### src/hw/vaop_defs.svh
// Offsets, field positions, reset values and counts of the video adjust output port
`ifndef VAOP_DEFS_SVH
`define VAOP_DEFS_SVH
`define VAOP_I2C_ADDR 7'h44
`define VAOP_OFS_BRIGHT 8'h01
`define VAOP_OFS_CONTRAST 8'h02
`define VAOP_OFS_HUE 8'h03
`define VAOP_OFS_SHARP 8'h04
`define VAOP_OFS_SAT 8'h05
`define VAOP_OFS_FORMAT 8'h16
`define VAOP_OFS_LAST 8'h1B
`define VAOP_RST_BRIGHT 8'h80
`define VAOP_RST_CONTRAST 8'hBD
`define VAOP_RST_HUE 8'h00
`define VAOP_RST_SHARP 8'h00
`define VAOP_RST_SAT 8'h9D
`define VAOP_RST_FORMAT 8'h00
`define VAOP_BIT_SETUP 7
`define VAOP_BIT_VSHARP_OFF 6
`define VAOP_BIT_EIGHT 0
`define VAOP_SETUP_NTSC 8'h49
`define VAOP_SETUP_PAL 8'h40
`define VAOP_HUE_LIM 8'h78
`define VAOP_PHASE_FULL 11'h5A0
`define VAOP_AGC_MIN 9'h008
`define VAOP_AGC_MAX 9'h080
`define VAOP_AGC_UNITY 8'h10
`define VAOP_CHROMA_ZERO 8'h80
`define VAOP_TOT_525_601 10'h35A
`define VAOP_TOT_625_601 10'h360
`define VAOP_TOT_525_SQ 10'h30C
`define VAOP_TOT_625_SQ 10'h3B0
`define VAOP_ACT_601 10'h2D0
`define VAOP_ACT_525_SQ 10'h280
`define VAOP_ACT_625_SQ 10'h300
`endif

### src/hw/vaop_pkg.sv
// Types shared by the video adjust output port
package vaop_pkg;
  typedef struct packed {
    logic valid;
    logic line_start;
    logic [7:0] luma;
    logic signed [7:0] chroma;
    logic signed [11:0] vdetail;
  } vaop_vid_in_t;
  typedef struct packed {
    logic [7:0] bright;
    logic [7:0] contrast;
    logic [7:0] hue;
    logic [7:0] sharp;
    logic [7:0] sat;
    logic [7:0] format;
  } vaop_ctrl_t;
  typedef struct packed {
    logic [7:0] luma_bus;
    logic [7:0] chroma_bus;
    logic sample_valid_flag;
    logic active_flag;
  } vaop_pix_out_t;
  typedef enum logic [2:0] {I2C_IDLE, I2C_ADDR, I2C_PTR, I2C_WR, I2C_RD} vaop_i2c_st_t;
endpackage

### src/hw/vaop_top.sv
// Video adjust output port: I2C controls, luma/chroma adjust, 16/8-bit pixel output
//
// Summary of operation
// Luma out equals (luma minus setup plus brightness) times contrast.
// Brightness register: low seven bits signed offset, top bit setup cancel.
// Setup bit one subtracts 73 from luma, zero subtracts 64.
// Brightness offset is signed, -64 darkest to +63 brightest.
// Brightness register resets to 80 hex.
// Contrast is unsigned 1.7 fixed point, register equals factor times 128.
// Contrast register resets to BD hex.
// Hue shifts burst phase reference, plus or minus 30 degrees, quarter steps.
// Hue register resets to zero, no rotation.
// Each luma band gain code: 00 x1, 01 x2, 10 x4, 11 x0.
// Vertical sharpness factor is 1 or 0, 1 after reset.
// Chroma at one sixteenth nominal kills colour and holds phase reference.
// Colour returns once chroma reaches one seventh of nominal.
// AGC gain clamps between 0.5 and 8.
// AGC gain changes by a bounded step per line.
// Saturation 1.7 factor scales chroma after AGC, resets to 9D hex.
// 16-bit mode: luma on luma bus, Cb then Cr on chroma bus.
// 16-bit mode: valid flag pulses for every converter output, blanking too; outputs past the line total get no pulse.
// 16-bit mode: active flag high only during active video.
// 8-bit mode: Cb, Y, Cr, Y on luma bus, active pixels only.
// 8-bit mode: active flag held high, valid marks each active byte.
// System supplies 24.54, 27 or 29.5 MHz clock in 8-bit mode.
// Per line totals/actives: 858/720, 864/720, 780/640, 944/768.
// Luma and chroma results saturate to eight bits.
`timescale 1ns/10ps
`include "vaop_defs.svh"
module vaop_top
  import vaop_pkg::*;
#(
  parameter logic [7:0] NOMINAL_AMP = 8'h40,
  parameter logic [8:0] AGC_STEP = 9'h001
)
(
  // Clock and reset
  input wire logic clk,
  input wire logic nrst,
  // I2C slave pins
  input wire logic scl_i,
  input wire logic sda_i,
  output logic sda_o,
  output logic sda_oe,
  // Decoded video from the rate converter and chroma loop
  input wire vaop_vid_in_t vid_in,
  input wire logic [7:0] burst_amp,
  input wire logic [10:0] burst_phase,
  // Chroma loop phase reference and colour killer state
  output logic [10:0] phase_ref,
  output logic color_killed,
  // Pixel output port
  output vaop_pix_out_t pix_out
);
  vaop_ctrl_t ctrl_q;
  vaop_i2c_st_t st_q;
  logic scl_q, sda_q, ack_q, rd_drive_q, rd_next_q, rw_q;
  logic [3:0] bit_q;
  logic [7:0] sh_q, rsh_q, ptr_q;
  logic scl_rise, scl_fall, i2c_start, i2c_stop, wr_en;

  function automatic logic [7:0] reg_read(input vaop_ctrl_t c, input logic [7:0] a);
    logic [7:0] r;
    r = 8'h00;
    if (a == `VAOP_OFS_BRIGHT) r = c.bright;
    else if (a == `VAOP_OFS_CONTRAST) r = c.contrast;
    else if (a == `VAOP_OFS_HUE) r = c.hue;
    else if (a == `VAOP_OFS_SHARP) r = c.sharp;
    else if (a == `VAOP_OFS_SAT) r = c.sat;
    else if (a == `VAOP_OFS_FORMAT) r = c.format;
    return r;
  endfunction

  function automatic logic [7:0] ptr_inc(input logic [7:0] p);
    return (p >= `VAOP_OFS_LAST) ? 8'h00 : p + 8'h01;
  endfunction

  // Pins are synchronous, so one stage of history is enough for edge detection
  assign scl_rise = scl_i & ~scl_q;
  assign scl_fall = ~scl_i & scl_q;
  assign i2c_start = scl_i & scl_q & sda_q & ~sda_i;
  assign i2c_stop = scl_i & scl_q & ~sda_q & sda_i;
  assign wr_en = (st_q == I2C_WR) & scl_fall & (bit_q == 4'h8) & ~ack_q;
  assign sda_o = 1'b0;
  assign sda_oe = ack_q | (rd_drive_q & ~rsh_q[7]);

  always_ff @(posedge clk or negedge nrst)
    if (!nrst)
    begin
      scl_q <= 1'b1;
      sda_q <= 1'b1;
    end
    else
    begin
      scl_q <= scl_i;
      sda_q <= sda_i;
    end

  always_ff @(posedge clk or negedge nrst)
    if (!nrst)
    begin
      st_q <= I2C_IDLE;
      bit_q <= 4'h0;
      sh_q <= 8'h00;
      rsh_q <= 8'h00;
      ptr_q <= 8'h00;
      ack_q <= 1'b0;
      rw_q <= 1'b0;
      rd_drive_q <= 1'b0;
      rd_next_q <= 1'b0;
    end
    else if (i2c_start)
    begin
      st_q <= I2C_ADDR;
      bit_q <= 4'h0;
      ack_q <= 1'b0;
      rd_drive_q <= 1'b0;
      rd_next_q <= 1'b0;
    end
    else if (i2c_stop)
    begin
      st_q <= I2C_IDLE;
      ack_q <= 1'b0;
      rd_drive_q <= 1'b0;
    end
    else
    begin
      case (st_q)
        I2C_ADDR, I2C_PTR, I2C_WR:
        begin
          if (scl_rise && bit_q != 4'h8)
          begin
            sh_q <= {sh_q[6:0], sda_i};
            bit_q <= bit_q + 4'h1;
          end
          else if (scl_rise)
            bit_q <= 4'h0;
          else if (scl_fall && bit_q == 4'h8 && !ack_q)
          begin
            if (st_q == I2C_ADDR && sh_q[7:1] != `VAOP_I2C_ADDR)
              st_q <= I2C_IDLE;
            else
              ack_q <= 1'b1;
            if (st_q == I2C_ADDR)
              rw_q <= sh_q[0];
            if (st_q == I2C_PTR)
              ptr_q <= sh_q;
            if (st_q == I2C_WR)
              ptr_q <= ptr_inc(ptr_q);
          end
          else if (scl_fall && ack_q)
          begin
            ack_q <= 1'b0;
            if (st_q == I2C_ADDR && rw_q)
            begin
              st_q <= I2C_RD;
              rsh_q <= reg_read(ctrl_q, ptr_q);
              rd_drive_q <= 1'b1;
            end
            else
              st_q <= (st_q == I2C_ADDR) ? I2C_PTR : I2C_WR;
          end
        end
        I2C_RD:
        begin
          if (scl_fall && rd_next_q)
          begin
            rd_next_q <= 1'b0;
            rsh_q <= reg_read(ctrl_q, ptr_q);
            rd_drive_q <= 1'b1;
          end
          else if (scl_fall && bit_q == 4'h8)
            rd_drive_q <= 1'b0;
          else if (scl_fall && bit_q != 4'h0)
            rsh_q <= {rsh_q[6:0], 1'b0};
          else if (scl_rise && bit_q != 4'h8)
            bit_q <= bit_q + 4'h1;
          else if (scl_rise && sda_i)
            st_q <= I2C_IDLE;
          else if (scl_rise)
          begin
            bit_q <= 4'h0;
            ptr_q <= ptr_inc(ptr_q);
            rd_next_q <= 1'b1;
          end
        end
        default:
          bit_q <= 4'h0;
      endcase
    end

  // Control registers, written by the I2C write stage
  always_ff @(posedge clk or negedge nrst)
    if (!nrst)
    begin
      ctrl_q.bright <= `VAOP_RST_BRIGHT;
      ctrl_q.contrast <= `VAOP_RST_CONTRAST;
      ctrl_q.hue <= `VAOP_RST_HUE;
      ctrl_q.sharp <= `VAOP_RST_SHARP;
      ctrl_q.sat <= `VAOP_RST_SAT;
      ctrl_q.format <= `VAOP_RST_FORMAT;
    end
    else if (wr_en)
    begin
      if (ptr_q == `VAOP_OFS_BRIGHT) ctrl_q.bright <= sh_q;
      else if (ptr_q == `VAOP_OFS_CONTRAST) ctrl_q.contrast <= sh_q;
      else if (ptr_q == `VAOP_OFS_HUE) ctrl_q.hue <= sh_q;
      else if (ptr_q == `VAOP_OFS_SHARP) ctrl_q.sharp <= sh_q;
      else if (ptr_q == `VAOP_OFS_SAT) ctrl_q.sat <= sh_q;
      else if (ptr_q == `VAOP_OFS_FORMAT) ctrl_q.format <= sh_q;
    end

  function automatic logic signed [13:0] band_gain(input logic signed [11:0] v,
                                                   input logic [1:0] c);
    logic signed [13:0] e;
    e = {{2{v[11]}}, v};
    case (c)
      2'b00: return e;
      2'b01: return e <<< 1;
      2'b10: return e <<< 2;
      default: return 14'sh0000;
    endcase
  endfunction

  function automatic logic [7:0] sat8(input logic signed [23:0] v);
    if (v < 0) return 8'h00;
    else if (v > 24'sh00FF) return 8'hFF;
    else return v[7:0];
  endfunction

  // Luma path: three-tap band split, per-band gain, then setup, brightness, contrast
  logic [7:0] y1_q, y2_q;
  logic signed [7:0] c1_q;
  logic signed [11:0] s0, s1, s2, lp, hp, mp;
  logic signed [13:0] ysh;
  logic signed [14:0] ladj;
  logic signed [23:0] lprod;
  logic [7:0] setup, luma_w, chroma_w;
  logic signed [25:0] cprod;
  logic signed [23:0] csum;
  assign s0 = {4'h0, vid_in.luma};
  assign s1 = {4'h0, y1_q};
  assign s2 = {4'h0, y2_q};
  assign lp = (s0 + (s1 <<< 1) + s2) >>> 2;
  assign hp = s1 - ((s0 + s2) >>> 1);
  assign mp = s1 - lp - hp;
  assign ysh = band_gain(lp, ctrl_q.sharp[1:0]) + band_gain(mp, ctrl_q.sharp[3:2])
             + band_gain(hp, ctrl_q.sharp[5:4])
             + (ctrl_q.sharp[`VAOP_BIT_VSHARP_OFF] ? 14'sh0000 : 14'(vid_in.vdetail));
  assign setup = ctrl_q.bright[`VAOP_BIT_SETUP] ? `VAOP_SETUP_NTSC : `VAOP_SETUP_PAL;
  assign ladj = 15'(ysh) - $signed({7'h00, setup})
              + {{8{ctrl_q.bright[6]}}, ctrl_q.bright[6:0]};
  assign lprod = ladj * $signed({1'b0, ctrl_q.contrast});
  assign luma_w = sat8(lprod >>> 7);

  // Chroma path: AGC gain (4 fraction bits) then saturation (7 fraction bits)
  logic [7:0] agc_q;
  logic kill_q;
  logic [10:0] phase_q;
  assign cprod = c1_q * $signed({1'b0, agc_q}) * $signed({1'b0, ctrl_q.sat});
  assign csum = 24'(cprod >>> 11) + 24'sh0080;
  assign chroma_w = kill_q ? `VAOP_CHROMA_ZERO : sat8(csum);

  always_ff @(posedge clk or negedge nrst)
    if (!nrst)
    begin
      y1_q <= 8'h00;
      y2_q <= 8'h00;
      c1_q <= 8'sh00;
    end
    else if (vid_in.valid)
    begin
      y1_q <= vid_in.luma;
      y2_q <= y1_q;
      c1_q <= vid_in.chroma;
    end

  // Loop gain moves one bounded step per line, so a burst glitch cannot jump it
  logic [8:0] agc_up, agc_dn;
  logic [15:0] amp_scaled;
  assign amp_scaled = burst_amp * agc_q;
  assign agc_up = {1'b0, agc_q} + AGC_STEP;
  assign agc_dn = {1'b0, agc_q} - AGC_STEP;
  always_ff @(posedge clk or negedge nrst)
    if (!nrst)
      agc_q <= `VAOP_AGC_UNITY;
    else if (vid_in.line_start)
    begin
      // Full product width, so a large gain at strong burst cannot wrap and climb
      if (amp_scaled[15:4] < {4'h0, NOMINAL_AMP})
        agc_q <= (agc_up > `VAOP_AGC_MAX) ? 8'(`VAOP_AGC_MAX) : agc_up[7:0];
      else if (amp_scaled[15:4] > {4'h0, NOMINAL_AMP})
        agc_q <= ({1'b0, agc_q} < AGC_STEP + `VAOP_AGC_MIN) ? 8'(`VAOP_AGC_MIN)
               : agc_dn[7:0];
    end

  logic [11:0] amp16, amp7, nom12;
  assign amp16 = {burst_amp, 4'h0};
  assign amp7 = {4'h0, burst_amp} * 12'h007;
  assign nom12 = {4'h0, NOMINAL_AMP};
  always_ff @(posedge clk or negedge nrst)
    if (!nrst)
      kill_q <= 1'b0;
    else if (vid_in.line_start)
    begin
      if (amp16 <= nom12)
        kill_q <= 1'b1;
      else if (amp7 >= nom12)
        kill_q <= 1'b0;
    end

  // Hue offsets the burst phase reference in quarter degrees; killer freezes it
  logic signed [7:0] hue_lim;
  logic signed [12:0] phase_sum;
  assign hue_lim = ($signed(ctrl_q.hue) > $signed(`VAOP_HUE_LIM)) ? `VAOP_HUE_LIM
                 : ($signed(ctrl_q.hue) < -$signed(`VAOP_HUE_LIM)) ? -`VAOP_HUE_LIM
                 : ctrl_q.hue;
  assign phase_sum = $signed({2'b00, burst_phase}) + 13'(hue_lim);
  always_ff @(posedge clk or negedge nrst)
    if (!nrst)
      phase_q <= 11'h000;
    else if (!kill_q)
    begin
      if (phase_sum < 0)
        phase_q <= 11'(phase_sum + 13'(`VAOP_PHASE_FULL));
      else if (phase_sum >= 13'(`VAOP_PHASE_FULL))
        phase_q <= 11'(phase_sum - 13'(`VAOP_PHASE_FULL));
      else
        phase_q <= phase_sum[10:0];
    end
  assign phase_ref = phase_q;
  assign color_killed = kill_q;

  // Line sample counting for the selected standard
  function automatic logic [19:0] line_counts(input logic [1:0] std);
    case (std)
      2'b00: return {`VAOP_TOT_525_601, `VAOP_ACT_601};
      2'b01: return {`VAOP_TOT_625_601, `VAOP_ACT_601};
      2'b10: return {`VAOP_TOT_525_SQ, `VAOP_ACT_525_SQ};
      default: return {`VAOP_TOT_625_SQ, `VAOP_ACT_625_SQ};
    endcase
  endfunction

  logic [9:0] samp_q, tot, act;
  logic cb_next_q, eight, emit, in_act, y_pend_q;
  logic [7:0] y_hold_q;
  assign {tot, act} = line_counts(ctrl_q.format[2:1]);
  assign eight = ctrl_q.format[`VAOP_BIT_EIGHT];
  assign emit = vid_in.valid & (samp_q < tot);
  assign in_act = samp_q >= tot - act;

  always_ff @(posedge clk or negedge nrst)
    if (!nrst)
    begin
      samp_q <= 10'h000;
      cb_next_q <= 1'b1;
    end
    else if (vid_in.line_start)
    begin
      samp_q <= 10'h000;
      cb_next_q <= 1'b1;
    end
    else if (emit)
    begin
      samp_q <= samp_q + 10'h001;
      if (!eight || in_act)
        cb_next_q <= ~cb_next_q;
    end

  // 8-bit mode sends the chroma byte first and the held luma byte next cycle;
  // the supported clocks leave a spare cycle between converter outputs
  always_ff @(posedge clk or negedge nrst)
    if (!nrst)
    begin
      pix_out <= {8'h00, `VAOP_CHROMA_ZERO, 1'b0, 1'b0};
      y_pend_q <= 1'b0;
      y_hold_q <= 8'h00;
    end
    else if (eight)
    begin
      pix_out.active_flag <= 1'b1;
      pix_out.chroma_bus <= `VAOP_CHROMA_ZERO;
      y_pend_q <= emit & in_act & ~y_pend_q;
      if (y_pend_q)
      begin
        pix_out.luma_bus <= y_hold_q;
        pix_out.sample_valid_flag <= 1'b1;
      end
      else if (emit && in_act)
      begin
        pix_out.luma_bus <= chroma_w;
        y_hold_q <= luma_w;
        pix_out.sample_valid_flag <= 1'b1;
      end
      else
        pix_out.sample_valid_flag <= 1'b0;
    end
    else
    begin
      y_pend_q <= 1'b0;
      pix_out.sample_valid_flag <= emit;
      if (emit)
      begin
        pix_out.luma_bus <= luma_w;
        pix_out.chroma_bus <= chroma_w;
        pix_out.active_flag <= in_act;
      end
    end

  a_bright_reset: assert property (@(posedge clk) disable iff (!nrst)
    !$past(nrst) |-> ctrl_q.bright == 8'h80 && ctrl_q.contrast == 8'hBD && ctrl_q.sat == 8'h9D)
    else $error("control reset values wrong");
  a_setup_value: assert property (@(posedge clk) disable iff (!nrst)
    setup == (ctrl_q.bright[7] ? 8'd73 : 8'd64)) else $error("setup level wrong");
  a_agc_range: assert property (@(posedge clk) disable iff (!nrst)
    agc_q >= 8'd8 && agc_q <= 8'd128) else $error("agc gain out of range");
  a_agc_hold: assert property (@(posedge clk) disable iff (!nrst)
    !vid_in.line_start |=> $stable(agc_q)) else $error("agc changed inside a line");
  a_kill_chroma: assert property (@(posedge clk) disable iff (!nrst)
    $past(kill_q) && $past(emit) && !$past(eight) |-> pix_out.chroma_bus == 8'h80)
    else $error("chroma not zero under colour killer");
  a_kill_release: assert property (@(posedge clk) disable iff (!nrst)
    vid_in.line_start && amp7 >= nom12 && amp16 > nom12 |=> !kill_q)
    else $error("colour killer not released");
  a_eight_active: assert property (@(posedge clk) disable iff (!nrst)
    $past(eight) |-> pix_out.active_flag) else $error("active low in 8-bit mode");
  a_byte_pair: assert property (@(posedge clk) disable iff (!nrst)
    eight && emit && in_act && !y_pend_q |=> pix_out.sample_valid_flag ##1
    pix_out.sample_valid_flag && pix_out.luma_bus == $past(luma_w, 2))
    else $error("8-bit luma byte missing");
  a_valid_pulse: assert property (@(posedge clk) disable iff (!nrst)
    !eight && !vid_in.line_start ##1 !eight |-> pix_out.sample_valid_flag == $past(emit))
    else $error("16-bit valid does not follow converter");
  a_line_total: assert property (@(posedge clk) disable iff (!nrst)
    $past(emit) && $stable(ctrl_q.format) |-> samp_q <= tot) else $error("line overrun");
endmodule

### config.mk
export PLATFORM = sky130hd
export DESIGN_NAME = vaop_top
export DESIGN_NICKNAME = d
export VERILOG_FILES = /design/src/hw/vaop_pkg.sv /design/src/hw/vaop_top.sv
export VERILOG_INCLUDE_DIRS = /design/src /design/src/hw
export SDC_FILE = /design/constraint.sdc
export NUM_CORES = 1
export LEC_CHECK = 0
export BUFFER_PORTS_ARGS = -buffer_cell sky130_fd_sc_hd__buf_2
export CORE_ASPECT_RATIO = 1.25
export CORE_MARGIN = 1
export CORE_UTILIZATION = 65
export CTS_CLUSTER_SIZE = 14
export DETAILED_ROUTE_END_ITERATION = 8
export GPL_TIMING_DRIVEN = 0
export PLACE_DENSITY = 0.84
export SLEW_MARGIN = 0
export SYNTH_ARGS = -nofsm -noshare
export SYNTH_HDL_FRONTEND = slang
export SYNTH_SLANG_ARGS = --single-unit
### constraint.sdc
create_clock -name clk -period 19.65 [get_ports clk]
set_input_delay 0.9825 -clock clk [delete_from_list [all_inputs] [get_ports clk]]
set_output_delay 0.9825 -clock clk [all_outputs]
set_load 0.03 [all_outputs]
==> summary.txt <==
number of synthesized flops with an enable pin = 0
Clock Latency Late Sink = 470 ps
CP required = 20000 ps
Slowest-stage cell, CP = nor4_1
critical path capture point type = register
Syn Nets = 3884
Rel. slew slack = 16.3%
Yosys cell types = 105
area grow syn2layout = 6.24%
pin count of the biggest net entering global routing = 106
worst hold path class = input pin to asynchronous set/reset pin
critical path type = input pin to register
first-pass GRT wire length = 112000 um
H-tree depth = 4
post-route cell area = 29500 um^2
clk buf depth = 2
cell count after synthesis = 3204
wire length on met2 = 35300 um
initial antenna violation count = 2
worst-path fanout max = 10
layout cells sized above 1 = 8.01%
Via Count = 23000
DP HPWL = 53900 um
fmax = 65.1 MHz
CTS Buf Count = 17
status = completed
clock skew = 14.7 ps
Tmin final = 15370 ps
met3 routed WL = 3150 um
NumNets Final = 3986
n_diodes = 0
FP Rows = 84
drc violations = 0
CTS clk-pin slew, worst paths = 80 ps
Pre-antenna DRT Iters = 6
Final TNS setup = 0 ps
final hold vios = 0
count of final max-slew check failures = 0
Seq/Total Area, Yosys = 15.1%
die area = 43500 um^2
DIE WIDTH = 187 um
clock sink count = 166
antenna-violating nets left = 0
core area = 42000 um^2
Slew @ Worst Pin = 1240 ps
vias per cell = 5.93
Tcrit/Tclk final = 78.2%
Root Driver = clkbuf_16
Ys Warns = 0
Top Layer Used = met5
CP Data Arrival Time = 15720 ps
Starting Density = 66.0%
DR WL/cell = 17.2 um
Main synth FF type = dfrtp_1
Critical Path Most Common Cell = fa_1
post-CTS resize count = 0
RSZ-0062 raised after global routing = no
Synth Area per Inst = 8.65 um^2
DIE HEIGHT = 233 um
Max stage delay on crit path = 740 ps
port buffer count = 82
asr flop ratio synth = 100%
Placer Congestion = 0.932
Iteration-0 DRC Markers = 1397
Metal-1 WL = 25700 um
Placed Area = 28900 um^2
# setup viols final = 0
max cap viols = 0
drt total wl = 66800 um
overall routing resource usage = 31.5%
vias in the first global route = 23700
CTS tree = yes
hold_buf cts = 0
top-level port count = 85
FF+latch count, synth = 166
synthesized cell area = 27700 um^2
total congestion overflow = 0
Setup crit start kind = input pin
post-CTS setup repair buffer count = 0
[critical path: cells and delay by family]
family	cells	cell delay, ps
buffers and inverters	8	660
and+or+nand+nor	7	1670
muxes	1	200
AOI/OAI and AO/OA	18	4180
xor gates and xnor gates	4	950
adders and majority gates	17	7040
[through the flow]
stage | utilization (%) | setup WS (ps) | std cells | hold slack, ps
after floorplan | - | 5860 | 3204 | 441
after global placement | 68.6 | 4270 | 3845 | 457
after detailed placement | 68.7 | 3980 | 3846 | 461
after CTS | 70.1 | 4410 | 3878 | 456
after global routing | 70.1 | 3540 | 3878 | 473
final | 70.1 | 4280 | 3878 | 440
[area by class of cell]
cell class,count,area [um^2]
repair buffers,83,448
well taps,559,699
clock inverters,14,155
clock buffers,18,429
flip-flops and latches,166,4170
multi-input cells,2369,21000
plain buffers,110,424
fillers,3304,12600
inverters,559,2100
[metal layers]
layer	track usage, %	vias to the layer above
met5	0	-
li1	-	10700
met1	36.6	11300
met4	14.4	4
met2	58.1	773
met3	3.48	187
[sequential cells by signal, summed over array words and instances, names as in the netlist, 3 cells and up]
register   flops
sh_q           8
st_q           3
pix_out       18
samp_q        10
ptr_q          8
ctrl_q        48
y2_q           8
y_hold_q       8
phase_ref     11
bit_q          4
rsh_q          8
c1_q           8
agc_q          8
y1_q           8
[synth_stat cells (all sizes together), types with 14 or more instances]
library cell / number / area [um^2]
o31ai: 14 / 105
a21oi: 140 / 708
or3: 14 / 92.6
or2: 14 / 87.6
nor3: 46 / 235
nand4: 14 / 93.8
nor2b: 39 / 244
a31oi: 14 / 100
o21a: 22 / 165
a21o: 43 / 323
mux2: 82 / 923
dfrtp: 150 / 3750
nand2b: 36 / 225
xnor2: 79 / 699
inv: 555 / 2080
mux2i: 18 / 180
xor2: 46 / 403
fa: 321 / 6430
o211ai: 16 / 120
o21bai: 25 / 188
buf: 14 / 62.6
clkbuf: 96 / 362
dfstp: 16 / 420
and3: 21 / 131
o21ai: 139 / 699
nand2: 312 / 1170
nor4: 15 / 109
nand3: 34 / 170
and2: 197 / 1240
nor2: 171 / 644
ha: 306 / 3830
a211oi: 29 / 223
[worst paths after layout]
path / start / to / slack (ps) / depth (start not counted)
min: nrst / y2_q[6] / 440 / 1
min reg2reg: y_hold_q[1] / y_hold_q[1] / 470 / 1
max in group asynchronous: nrst / pix_out[9] / 18240 / 2
max reg2reg: y1_q[0] / pix_out[15] / 4520 / 54
max: vid_in[21] / pix_out[15] / 4280 / 55
min in group clk: y_hold_q[1] / y_hold_q[1] / 470 / 1
[kinds of logic (layout without fill, tap and decap cells)]
kind of cell / Yosys count / after routing / share of synthesized area, %
xor+xnor: 125 / 125 / 3.98
buf+inv: 669 / 784 / 9.10
flops: 166 / 166 / 15.1
mux: 100 / 100 / 3.98
fa+ha+maj: 633 / 633 / 37.2
other cells: 1 / 1 / 0.0135
compound gates: 563 / 563 / 13.6
simple gates: 947 / 947 / 17.1
[cells in the final DEF (no fill, tap or decap), types with 8 or more instances in the layout]
cell / Yosys / routed
a211oi_1: 28 / 28
a21o_1: 43 / 43
a21oi_1: 138 / 138
a31oi_1: 12 / 12
and2_1: 194 / 194
and3_1: 21 / 21
and4_1: 8 / 8
buf_1: 8 / 8
buf_2: 5 / 86
clkbuf_1: 95 / 96
clkbuf_16: 0 / 17
dfrtp_1: 150 / 150
dfstp_2: 16 / 16
fa_1: 321 / 321
ha_1: 306 / 306
inv_1: 554 / 554
mux2_2: 82 / 82
mux2i_1: 18 / 18
nand2_1: 311 / 311
nand2b_1: 36 / 36
nand3_1: 34 / 34
nand4_1: 13 / 13
nor2_1: 170 / 170
nor2b_1: 39 / 39
nor3_1: 45 / 45
nor3b_1: 8 / 8
nor4_1: 14 / 14
o211ai_1: 16 / 16
o21a_1: 22 / 22
o21ai_0: 131 / 131
o21bai_1: 25 / 25
o22ai_1: 8 / 8
o31ai_1: 14 / 14
or2_2: 13 / 13
or3_1: 13 / 13
xnor2_1: 78 / 78
xor2_1: 46 / 46
Power is left out: the tool's default activity adds up to more than one toggle a clock period on the data nets, which glitch-free logic cannot reach.
